**src/shared/energy_trim_defines.vh**
```
// constants for the active energy trim datapath and its apb register map
// assumes 32-bit apb data, byte addresses on an 8-bit paddr
`ifndef ENERGY_TRIM_DEFINES_VH
`define ENERGY_TRIM_DEFINES_VH

// ----------------------------------------
// register byte offsets
// ----------------------------------------
`define ADDR_MODE 8'h00
`define ADDR_GAIN 8'h04
`define ADDR_ACTIVE_POWER_OFFSET 8'h08
`define ADDR_NUM 8'h0c
`define ADDR_DEN 8'h10
`define ADDR_ENERGY_DIVIDER 8'h14
`define ADDR_HALF 8'h18
`define ADDR_ACTIVE_ENERGY_ACCUM 8'h1c
`define ADDR_LINE_CYCLE_ACTIVE_ENERGY 8'h20
`define ADDR_LINE_CYCLE_APPARENT_ENERGY 8'h24
`define ADDR_PERIOD 8'h28
`define ADDR_STATUS 8'h2c

// ----------------------------------------
// field positions
// ----------------------------------------
`define MODE_LINE_BIT 0
`define MODE_LIEN_BIT 1
`define STAT_LINE_BIT 0

// ----------------------------------------
// reset values
// ----------------------------------------
`define RST_MODE 2'h0
`define RST_GAIN 12'h000
`define RST_ACTIVE_POWER_OFFSET 16'h0000
`define RST_NUM 12'h03f
`define RST_DEN 12'h03f
`define RST_ENERGY_DIVIDER 8'h00
`define RST_HALF 16'hffff

// ----------------------------------------
// datapath scaling and timing counts
// ----------------------------------------
`define TICK_LAST 2'h3
`define PERIOD_UNIT_LAST 3'h7
`define GAIN_UNITY 15'h1000
`define ENERGY_LSB_POS 33

`endif

```
**src/energy_trim_top.v**
```verilog
// active energy gain/offset trim, line-cycle accumulation, apb registers
// assumes active_power and apparent_power come from logic on pclk;
// zero_cross_in is a pin and is synchronised here
`timescale 1ns/1ps
`include "energy_trim_defines.vh"

module energy_trim_top #(
	parameter PULSE_W = 16
) (
	input wire pclk,
	input wire presetn,
	input wire clk_en,
	input wire psel,
	input wire penable,
	input wire pwrite,
	input wire [7:0] paddr,
	input wire [31:0] pwdata,
	output reg [31:0] prdata,
	output reg pready,
	output reg pslverr,
	input wire [23:0] active_power,
	input wire [23:0] apparent_power,
	input wire zero_cross_in,
	output wire energy_pulse_out,
	output reg irq_out,
	output reg irq_oe_n
);

	// ----------------------------------------
	// registers
	// ----------------------------------------
	reg [1:0] mode_q;
	reg [11:0] watt_gain_trim_q;
	reg [15:0] active_power_offset_q;
	reg [11:0] pulse_ratio_numerator_q;
	reg [11:0] pulse_ratio_denominator_q;
	reg [7:0] energy_divider_q;
	reg [15:0] half_cycle_count_q;
	reg [23:0] active_energy_accum_q;
	reg [23:0] line_cycle_active_energy_q;
	reg [23:0] line_cycle_apparent_energy_q;
	reg [15:0] period_q;
	reg stat_q;

	// ----------------------------------------
	// apb decode
	// ----------------------------------------
	wire setup = psel & ~penable;
	wire wr_done = psel & penable & pwrite & pready;
	reg [31:0] rd_mux;
	reg hit;

	always @* begin
		hit = 1'b1;
		rd_mux = 32'h0000_0000;
		case (paddr)
			`ADDR_MODE: rd_mux = {30'h0, mode_q};
			`ADDR_GAIN: rd_mux = {20'h0, watt_gain_trim_q};
			`ADDR_ACTIVE_POWER_OFFSET: rd_mux = {16'h0, active_power_offset_q};
			`ADDR_NUM: rd_mux = {20'h0, pulse_ratio_numerator_q};
			`ADDR_DEN: rd_mux = {20'h0, pulse_ratio_denominator_q};
			`ADDR_ENERGY_DIVIDER: rd_mux = {24'h0, energy_divider_q};
			`ADDR_HALF: rd_mux = {16'h0, half_cycle_count_q};
			`ADDR_ACTIVE_ENERGY_ACCUM: rd_mux = {8'h0, active_energy_accum_q};
			`ADDR_LINE_CYCLE_ACTIVE_ENERGY: rd_mux = {8'h0, line_cycle_active_energy_q};
			`ADDR_LINE_CYCLE_APPARENT_ENERGY: rd_mux = {8'h0, line_cycle_apparent_energy_q};
			`ADDR_PERIOD: rd_mux = {16'h0, period_q};
			`ADDR_STATUS: rd_mux = {31'h0, stat_q};
			default: hit = 1'b0;
		endcase
	end

	// answer one cycle after a setup seen with clk_en high, so such an access phase lasts one cycle
	always @(posedge pclk or negedge presetn) begin
		if (!presetn) begin
			pready <= 1'b0;
			pslverr <= 1'b0;
			prdata <= 32'h0000_0000;
		end else if (clk_en) begin
			pready <= setup;
			pslverr <= setup & ~hit;
			if (setup) begin
				prdata <= pwrite ? 32'h0000_0000 : rd_mux;
			end
		end
	end

	wire wr_ok = wr_done & ~pslverr;
	wire clr_stat = wr_ok & (paddr == `ADDR_STATUS) & pwdata[`STAT_LINE_BIT];

	always @(posedge pclk or negedge presetn) begin
		if (!presetn) begin
			mode_q <= `RST_MODE;
			watt_gain_trim_q <= `RST_GAIN;
			active_power_offset_q <= `RST_ACTIVE_POWER_OFFSET;
			pulse_ratio_numerator_q <= `RST_NUM;
			pulse_ratio_denominator_q <= `RST_DEN;
			energy_divider_q <= `RST_ENERGY_DIVIDER;
			half_cycle_count_q <= `RST_HALF;
		end else if (clk_en && wr_ok) begin
			case (paddr)
				`ADDR_MODE: mode_q <= pwdata[1:0];
				`ADDR_GAIN: watt_gain_trim_q <= pwdata[11:0];
				`ADDR_ACTIVE_POWER_OFFSET: active_power_offset_q <= pwdata[15:0];
				`ADDR_NUM: pulse_ratio_numerator_q <= pwdata[11:0];
				`ADDR_DEN: pulse_ratio_denominator_q <= pwdata[11:0];
				`ADDR_ENERGY_DIVIDER: energy_divider_q <= pwdata[7:0];
				`ADDR_HALF: half_cycle_count_q <= pwdata[15:0];
				default: mode_q <= mode_q;
			endcase
		end
	end

	// ----------------------------------------
	// accumulation tick and zero-cross sync
	// ----------------------------------------
	reg [1:0] tick_cnt_q;
	reg zx_s1_q;
	reg zx_s2_q;
	reg zx_s3_q;
	wire tick = clk_en & (tick_cnt_q == `TICK_LAST);
	wire zx_edge = clk_en & (zx_s2_q ^ zx_s3_q);
	wire zx_rise = clk_en & zx_s2_q & ~zx_s3_q;

	always @(posedge pclk or negedge presetn) begin
		if (!presetn) begin
			tick_cnt_q <= 2'h0;
			zx_s1_q <= 1'b0;
			zx_s2_q <= 1'b0;
			zx_s3_q <= 1'b0;
		end else if (clk_en) begin
			tick_cnt_q <= tick_cnt_q + 2'h1;
			zx_s1_q <= zero_cross_in;
			zx_s2_q <= zx_s1_q;
			zx_s3_q <= zx_s2_q;
		end
	end

	// ----------------------------------------
	// line period in units of eight clocks
	// ----------------------------------------
	reg [2:0] unit_cnt_q;
	reg [15:0] per_cnt_q;

	always @(posedge pclk or negedge presetn) begin
		if (!presetn) begin
			unit_cnt_q <= 3'h0;
			per_cnt_q <= 16'h0000;
			period_q <= 16'h0000;
		end else if (clk_en) begin
			unit_cnt_q <= zx_rise ? 3'h0 : unit_cnt_q + 3'h1;
			if (zx_rise) begin
				period_q <= per_cnt_q;
				per_cnt_q <= 16'h0000;
			end else if (unit_cnt_q == `PERIOD_UNIT_LAST && per_cnt_q != 16'hffff) begin
				per_cnt_q <= per_cnt_q + 16'h0001;
			end
		end
	end

	// ----------------------------------------
	// gain and offset trim
	// ----------------------------------------
	// unity is 4096, so one trim lsb is 1/4096 (0.0244 percent)
	wire signed [14:0] gain_f = $signed(`GAIN_UNITY) +
		$signed({{3{watt_gain_trim_q[11]}}, watt_gain_trim_q});
	wire signed [38:0] prod = $signed(active_power) * gain_f;
	wire [25:0] p_trim = prod[37:12];
	// power enters above 8 fractional bits; offset adds at the fraction
	wire [57:0] add_w = {{24{p_trim[25]}}, p_trim, 8'h00} +
		{{42{active_power_offset_q[15]}}, active_power_offset_q};
	reg [57:0] fine_q;
	wire [57:0] fine_d = fine_q + add_w;
	// bit 33 of the fine sum is the energy lsb; per tick the carry is at most one
	wire [24:0] hi_old = fine_q[57:`ENERGY_LSB_POS];
	wire [24:0] hi_new = fine_d[57:`ENERGY_LSB_POS];
	wire step_up = tick & ($signed(hi_new) > $signed(hi_old));
	wire step_dn = tick & ($signed(hi_new) < $signed(hi_old));

	always @(posedge pclk or negedge presetn) begin
		if (!presetn) begin
			fine_q <= 58'h0;
		end else if (tick) begin
			fine_q <= fine_d;
		end
	end

	// ----------------------------------------
	// energy divider
	// ----------------------------------------
	reg signed [9:0] div_cnt_q;
	wire signed [9:0] div_lim = (energy_divider_q == 8'h00) ? 10'sd1 :
		$signed({2'b00, energy_divider_q});
	wire signed [9:0] div_up = div_cnt_q + 10'sd1;
	wire signed [9:0] div_dn = div_cnt_q - 10'sd1;
	wire e_inc = step_up & (div_up >= div_lim);
	wire e_dec = step_dn & (-div_dn >= div_lim);

	always @(posedge pclk or negedge presetn) begin
		if (!presetn) begin
			div_cnt_q <= 10'sd0;
			active_energy_accum_q <= 24'h000000;
		end else if (clk_en) begin
			if (step_up) begin
				div_cnt_q <= e_inc ? 10'sd0 : div_up;
			end else if (step_dn) begin
				div_cnt_q <= e_dec ? 10'sd0 : div_dn;
			end
			if (e_inc) begin
				active_energy_accum_q <= active_energy_accum_q + 24'h000001;
			end else if (e_dec) begin
				active_energy_accum_q <= active_energy_accum_q - 24'h000001;
			end
		end
	end

	// undivided energy steps drive the pulse chain
	pulse_ratio_gen #(
		.PULSE_W(PULSE_W)
	) u_pulse (
		.pclk(pclk),
		.presetn(presetn),
		.clk_en(clk_en),
		.energy_up(step_up),
		.ratio_num(pulse_ratio_numerator_q),
		.ratio_den(pulse_ratio_denominator_q),
		.pulse_out(energy_pulse_out)
	);

	// ----------------------------------------
	// line-cycle accumulation
	// ----------------------------------------
	reg [15:0] half_cnt_q;
	reg [15:0] half_target_q;
	reg [23:0] line_act_q;
	reg [57:0] line_app_q;
	wire line_mode = mode_q[`MODE_LINE_BIT];
	wire [15:0] half_next = half_cnt_q + 16'h0001;
	wire line_end = line_mode & zx_edge & (half_next >= half_target_q);
	wire [57:0] app_add = {26'h0, apparent_power, 8'h00};

	always @(posedge pclk or negedge presetn) begin
		if (!presetn) begin
			half_cnt_q <= 16'h0000;
			half_target_q <= `RST_HALF;
			line_act_q <= 24'h000000;
			line_app_q <= 58'h0;
			line_cycle_active_energy_q <= 24'h000000;
			line_cycle_apparent_energy_q <= 24'h000000;
		end else if (clk_en) begin
			if (!line_mode) begin
				// the count is taken up only at an interval start
				half_cnt_q <= 16'h0000;
				half_target_q <= half_cycle_count_q;
				line_act_q <= 24'h000000;
				line_app_q <= 58'h0;
			end else if (line_end) begin
				line_cycle_active_energy_q <= line_act_q;
				line_cycle_apparent_energy_q <= line_app_q[56:`ENERGY_LSB_POS];
				half_cnt_q <= 16'h0000;
				half_target_q <= half_cycle_count_q;
				line_act_q <= 24'h000000;
				line_app_q <= 58'h0;
			end else begin
				if (zx_edge) begin
					half_cnt_q <= half_next;
				end
				if (e_inc) begin
					line_act_q <= line_act_q + 24'h000001;
				end else if (e_dec) begin
					line_act_q <= line_act_q - 24'h000001;
				end
				if (tick) begin
					line_app_q <= line_app_q + app_add;
				end
			end
		end
	end

	// ----------------------------------------
	// status and interrupt pin
	// ----------------------------------------
	// a completion in the clearing cycle keeps the flag set
	wire stat_d = line_end | (stat_q & ~clr_stat);

	always @(posedge pclk or negedge presetn) begin
		if (!presetn) begin
			stat_q <= 1'b0;
			irq_out <= 1'b0;
			irq_oe_n <= 1'b1;
		end else if (clk_en) begin
			stat_q <= stat_d;
			irq_out <= 1'b0;
			irq_oe_n <= ~(stat_d & mode_q[`MODE_LIEN_BIT]);
		end
	end

endmodule // energy_trim_top

```
**src/pulse_ratio_gen.v**
```verilog
// pulse generator: one output pulse per (den+1)/(num+1) energy steps
// assumes energy_up is a one-cycle strobe on pclk, at most one per cycle
`timescale 1ns/1ps

module pulse_ratio_gen #(
	parameter PULSE_W = 16
) (
	input wire pclk,
	input wire presetn,
	input wire clk_en,
	input wire energy_up,
	input wire [11:0] ratio_num,
	input wire [11:0] ratio_den,
	output reg pulse_out
);

	// ----------------------------------------
	// ratio accumulator
	// ----------------------------------------
	// sized copy so the width load is an explicit part-select
	localparam [31:0] PULSE_W32 = PULSE_W;
	reg [13:0] acc_q;
	reg [15:0] width_q;
	wire [13:0] step = {2'h0, ratio_num} + 14'h0001;
	wire [13:0] lim = {2'h0, ratio_den} + 14'h0001;
	wire [14:0] sum = {1'b0, acc_q} + (energy_up ? {1'b0, step} : 15'h0000);
	// saturate so a ratio above one cannot wrap while pulses drain
	wire [13:0] acc_d = sum[14] ? 14'h3fff : sum[13:0];
	wire fire = (acc_d >= lim);

	always @(posedge pclk or negedge presetn) begin
		if (!presetn) begin
			acc_q <= 14'h0000;
			width_q <= 16'h0000;
			pulse_out <= 1'b0;
		end else if (clk_en) begin
			acc_q <= fire ? acc_d - lim : acc_d;
			if (fire) begin
				width_q <= PULSE_W32[15:0];
				pulse_out <= 1'b1;
			end else if (width_q > 16'h0001) begin
				width_q <= width_q - 16'h0001;
			end else begin
				width_q <= 16'h0000;
				pulse_out <= 1'b0;
			end
		end
	end

endmodule // pulse_ratio_gen

```
**config.mk**
```make
export PLATFORM = sky130hd
export DESIGN_NAME = energy_trim_top
export DESIGN_NICKNAME = d
export VERILOG_FILES = /design/src/energy_trim_top.v /design/src/pulse_ratio_gen.v
export VERILOG_INCLUDE_DIRS = /design/src /design/src/shared
export SDC_FILE = /design/constraint.sdc
export NUM_CORES = 2
export LEC_CHECK = 0
export BUFFER_PORTS_ARGS = -buffer_cell sky130_fd_sc_hd__buf_2
export CAP_MARGIN = 0
export CELL_PAD_IN_SITES_DETAIL_PLACEMENT = 1
export CELL_PAD_IN_SITES_GLOBAL_PLACEMENT = 1
export CORE_MARGIN = 2
export CORE_UTILIZATION = 50
export CTS_CLUSTER_DIAMETER = 30
export CTS_CLUSTER_SIZE = 30
export DETAILED_ROUTE_END_ITERATION = 16
export PLACE_DENSITY_LB_ADDON = 0.1
export SLEW_MARGIN = 20
export SYNTH_ARGS = -nofsm -noshare
export SYNTH_HDL_FRONTEND = slang
export SYNTH_SLANG_ARGS = --single-unit
```
**constraint.sdc**
```tcl
create_clock -name pclk -period 21.3 [get_ports pclk]
set_input_delay 4.26 -clock pclk [delete_from_list [all_inputs] [get_ports pclk]]
set_output_delay 4.26 -clock pclk [all_outputs]
set_load 0.02 [all_outputs]
```
==> results.md <==
- Cells after Synth: 4432
- Hold Vio Cnt, Final: 0
- Initial DRC count: 1807
- Measured slew at the worst slew-check pin: 1.13 ns
- Synth unique cells: 100
- Final worst slack: 1.00 ns
- # setup viols final: 0
- GRT overflow: 0
- FP Rows: 103
- Critical Path Max Stage Delay: 0.57 ns
- Final #Nets: 5422
- TritonCTS clock tree: done
- # DRC: 0
- Vias in the first global route: 37200
- Area Growth Syn to Fin: 15.9%
- Max Clock Freq: 0.0493 GHz
- Compound-cell area share of the yosys netlist: 15.2%
- Worst EP arrival: 20.78 ns
- Simple-gate share of the synthesized area: 15.4%
- DIE HEIGHT: 287 um
- H-Tree Depth: 3
- Ys flop type: dfrtp_1
- Critical Path Source Type: primary input
- Core ar.: 79100 sq um
- Initial core utilization: 50.6%
- Antenna violations before repair: 5
- Post-synthesis mux area share: 4.23%
- Crit Path Class: primary input to flip-flop
- Status: completed
- Largest family of logic cells by synthesized area: adder cells
- Worst hold path type: flip-flop to flip-flop
- Clock Sinks: 422
- Peak supply drop: 95.6 uV
- Final worst path period need: 20.30 ns
- Vias: 33600
- First-pass GRT wire length: 202000 um
- Max Root-Sink Buffers: 3
- Share of cells above drive strength 1: 15.8%
- Routed vias/inst: 5.80
- Post-place setup slack: -0.520 ns
- Dpl hpwl: 92100 um
- Yosys reg bits: 422
- Cts bufs inserted: 95
- Hold depth: 1
- Number of port buffers: 106
- CP max stage cell: fa_1
- Maxcap violations: 0
- Final TNS setup: 0 ns
- Cell mode on critical path: buf_4
- Post-synthesis sequential area ratio: 26.5%
- Worst reg2reg path depth: 79
- Yosys warning count: 0
- GRT Total Usage: 30.9%
- Async SR Flop Fraction: 100%
- Clock skew: 0.0288 ns
- Largest net degree at the start of global routing: 166
- Placer Congestion: 0.893
- Post-layout util: 58.7%
- Final ANT Viol Nets: 0
- Reg clk slew, reported paths: 0.04 ns
- Max FO, Critical Path: 19
- TritonRoute pass-1 iters: 8
- Tcrit/Tclk final: 95.3%
- Synth Cell Area: 40100 sq um
- Setup crit end kind: flip-flop
- Slew Limit Fails: 0
- Post-synth EDFFs: 0
- Later-pin clock latency in the skew report: 0.65 ns
- Max-slew headroom: 24.3%
- Root Driver: clkbuf_16
- LEAKAGE: 0.0232 uW
- Post-Synth XOR/XNOR Area: 5.93%
- Die W: 287 um
- Synth Area in Adders: 26.1%
- Worst path required time: 21.78 ns
- I/O pin cnt: 132
- Final wirelength: 125000 um
- Synthesized area per cell: 9.04 sq um
- PwrDens: 99.2 nW/um^2
- Drt wl/cell: 21.5 um
- Die area: 82400 sq um
-- registers in the layout, summed over array words and instances (netlist names), 2 cells and up --
register and count:
mode_q 2, active_power_offset_q 16, pulse_ratio_numerator_q 12, prdata 24, div_cnt_q 10, per_cnt_q 16, half_target_q 16, energy_divider_q 8
period_q 16, line_cycle_active_energy_q 24, line_app_q 49, line_cycle_apparent_energy_q 24, tick_cnt_q 2, half_cycle_count_q 16, line_act_q 24, half_cnt_q 16
u_pulse.width_q 16, unit_cnt_q 3, watt_gain_trim_q 12, active_energy_accum_q 24, fine_q 58, u_pulse.acc_q 14, pulse_ratio_denominator_q 12
-- layout make-up --
cell class,count,area [sq um]
fillers,9036,32700
multi-input cells,3336,27000
flip-flops and latches,422,10600
clock buffers,118,2600
repair buffers,304,2070
inverters,509,1910
well taps,1050,1310
clock inverters,60,861
diodes,2,5.00
-- synthesized netlist by cell type, drive strengths merged (25+ instances only) --
library cell | instances | share of area, %
nand2 | 578 | 5.4
inv | 509 | 4.8
dfrtp | 377 | 24
ha | 367 | 11
fa | 292 | 15
o21ai | 282 | 3.6
nor2 | 242 | 2.5
a21oi | 198 | 2.5
xnor2 | 161 | 3.5
mux2 | 145 | 4.1
clkbuf | 142 | 1.3
xor2 | 110 | 2.4
and2 | 108 | 1.7
a21o | 102 | 1.9
nand3 | 81 | 1.0
nor3 | 59 | 0.75
nor2b | 58 | 0.91
dfstp | 45 | 3.0
a22o | 40 | 0.87
a31oi | 39 | 0.61
nand4 | 38 | 0.61
and3 | 36 | 0.59
buf | 31 | 0.49
nand2b | 29 | 0.47
a22oi | 28 | 0.52
o21a | 28 | 0.52
a221oi | 26 | 0.58
o21bai | 26 | 0.49
o31ai | 25 | 0.47
-- metrics by stage --
step	hold WS, ns	area (sq um)	total power (uW)	instances
final	0.474	46400	4610	5801
after detailed placement	0.460	42700	2930	5616
after CTS	0.477	46200	4590	5794
after floorplan	0.420	40100	2360	4440
after global placement	0.459	42700	2870	5616
after global routing	0.495	46400	4890	5800
-- cells by family after synthesis --
group | count (synthesis)
AO/OA/AOI/OAI | 935
flip-flops | 422
adder cells (fa/ha/maj) | 659
multiplexers | 151
AND/OR/NAND/NOR | 1311
other | 1
buffers and inverters | 682
XOR/XNOR | 271
-- metal layers --
layer,vias up,share of wire (%),global-route usage (%)
met3,268,4.6,4.07
met4,2,3.9,12.6
li1,15500,-,-
met5,-,0.010,0
met2,782,51,54.9
met1,17100,41,37.7
-- cell usage in the layout, fill, tap and decap left out, types with 129 or more instances in the layout --
| master | netlist | final |
|---|---|---|
| dfrtp_1 | 377 | 375 |
| inv_1 | 508 | 508 |
| nor2_1 | 231 | 225 |
| xnor2_1 | 161 | 161 |
| o21ai_0 | 271 | 265 |
| mux2_2 | 129 | 129 |
| a21oi_1 | 195 | 189 |
| ha_1 | 367 | 367 |
| buf_4 | 12 | 194 |
| nand2_1 | 577 | 575 |
| fa_1 | 292 | 292 |
-- report_power, final --
group	leakage (uW)	internal [uW]	switching, uW
Combinational	0.0161	839	1150
Sequential	0.00547	919	109
Clock	0.00167	1070	519
Total	0.0232	2830	1780
-- worst max-delay path, delay by kind of cell --
kind | cells | cell delay [ns]
adder cells (fa/ha/maj) | 13 | 5.45
XOR/XNOR | 2 | 0.34
buffers and inverters | 14 | 1.77
AND/OR/NAND/NOR | 16 | 2.35
AO/OA/AOI/OAI | 35 | 6.60
-- repair_timing --
| action | 4_1_cts | 5_1_grt |
|---|---|---|
| pin swaps | 0 | 11 |
| buffers inserted | 0 | 5 |
| hold buffers | 0 | 0 |
| resized for setup | 4 | 37 |
| setup endpoints to repair | 26 | 31 |
| endpoints found under the hold margin | 0 | 0 |
-- worst paths after layout --
kind | start | end | slack, ns
min reg2reg | prdata[3] | prdata[3] | 0.47
max | active_power[9] | u_pulse.acc_q[1] | 1.00
min | prdata[3] | prdata[3] | 0.47
max in group asynchronous | presetn | watt_gain_trim_q[5] | 16.22
min in group asynchronous | presetn | u_pulse.pulse_out | 3.61
max reg2reg | watt_gain_trim_q[3] | u_pulse.acc_q[1] | 3.78
No activity file was read; power rests on OpenSTA's default activity.
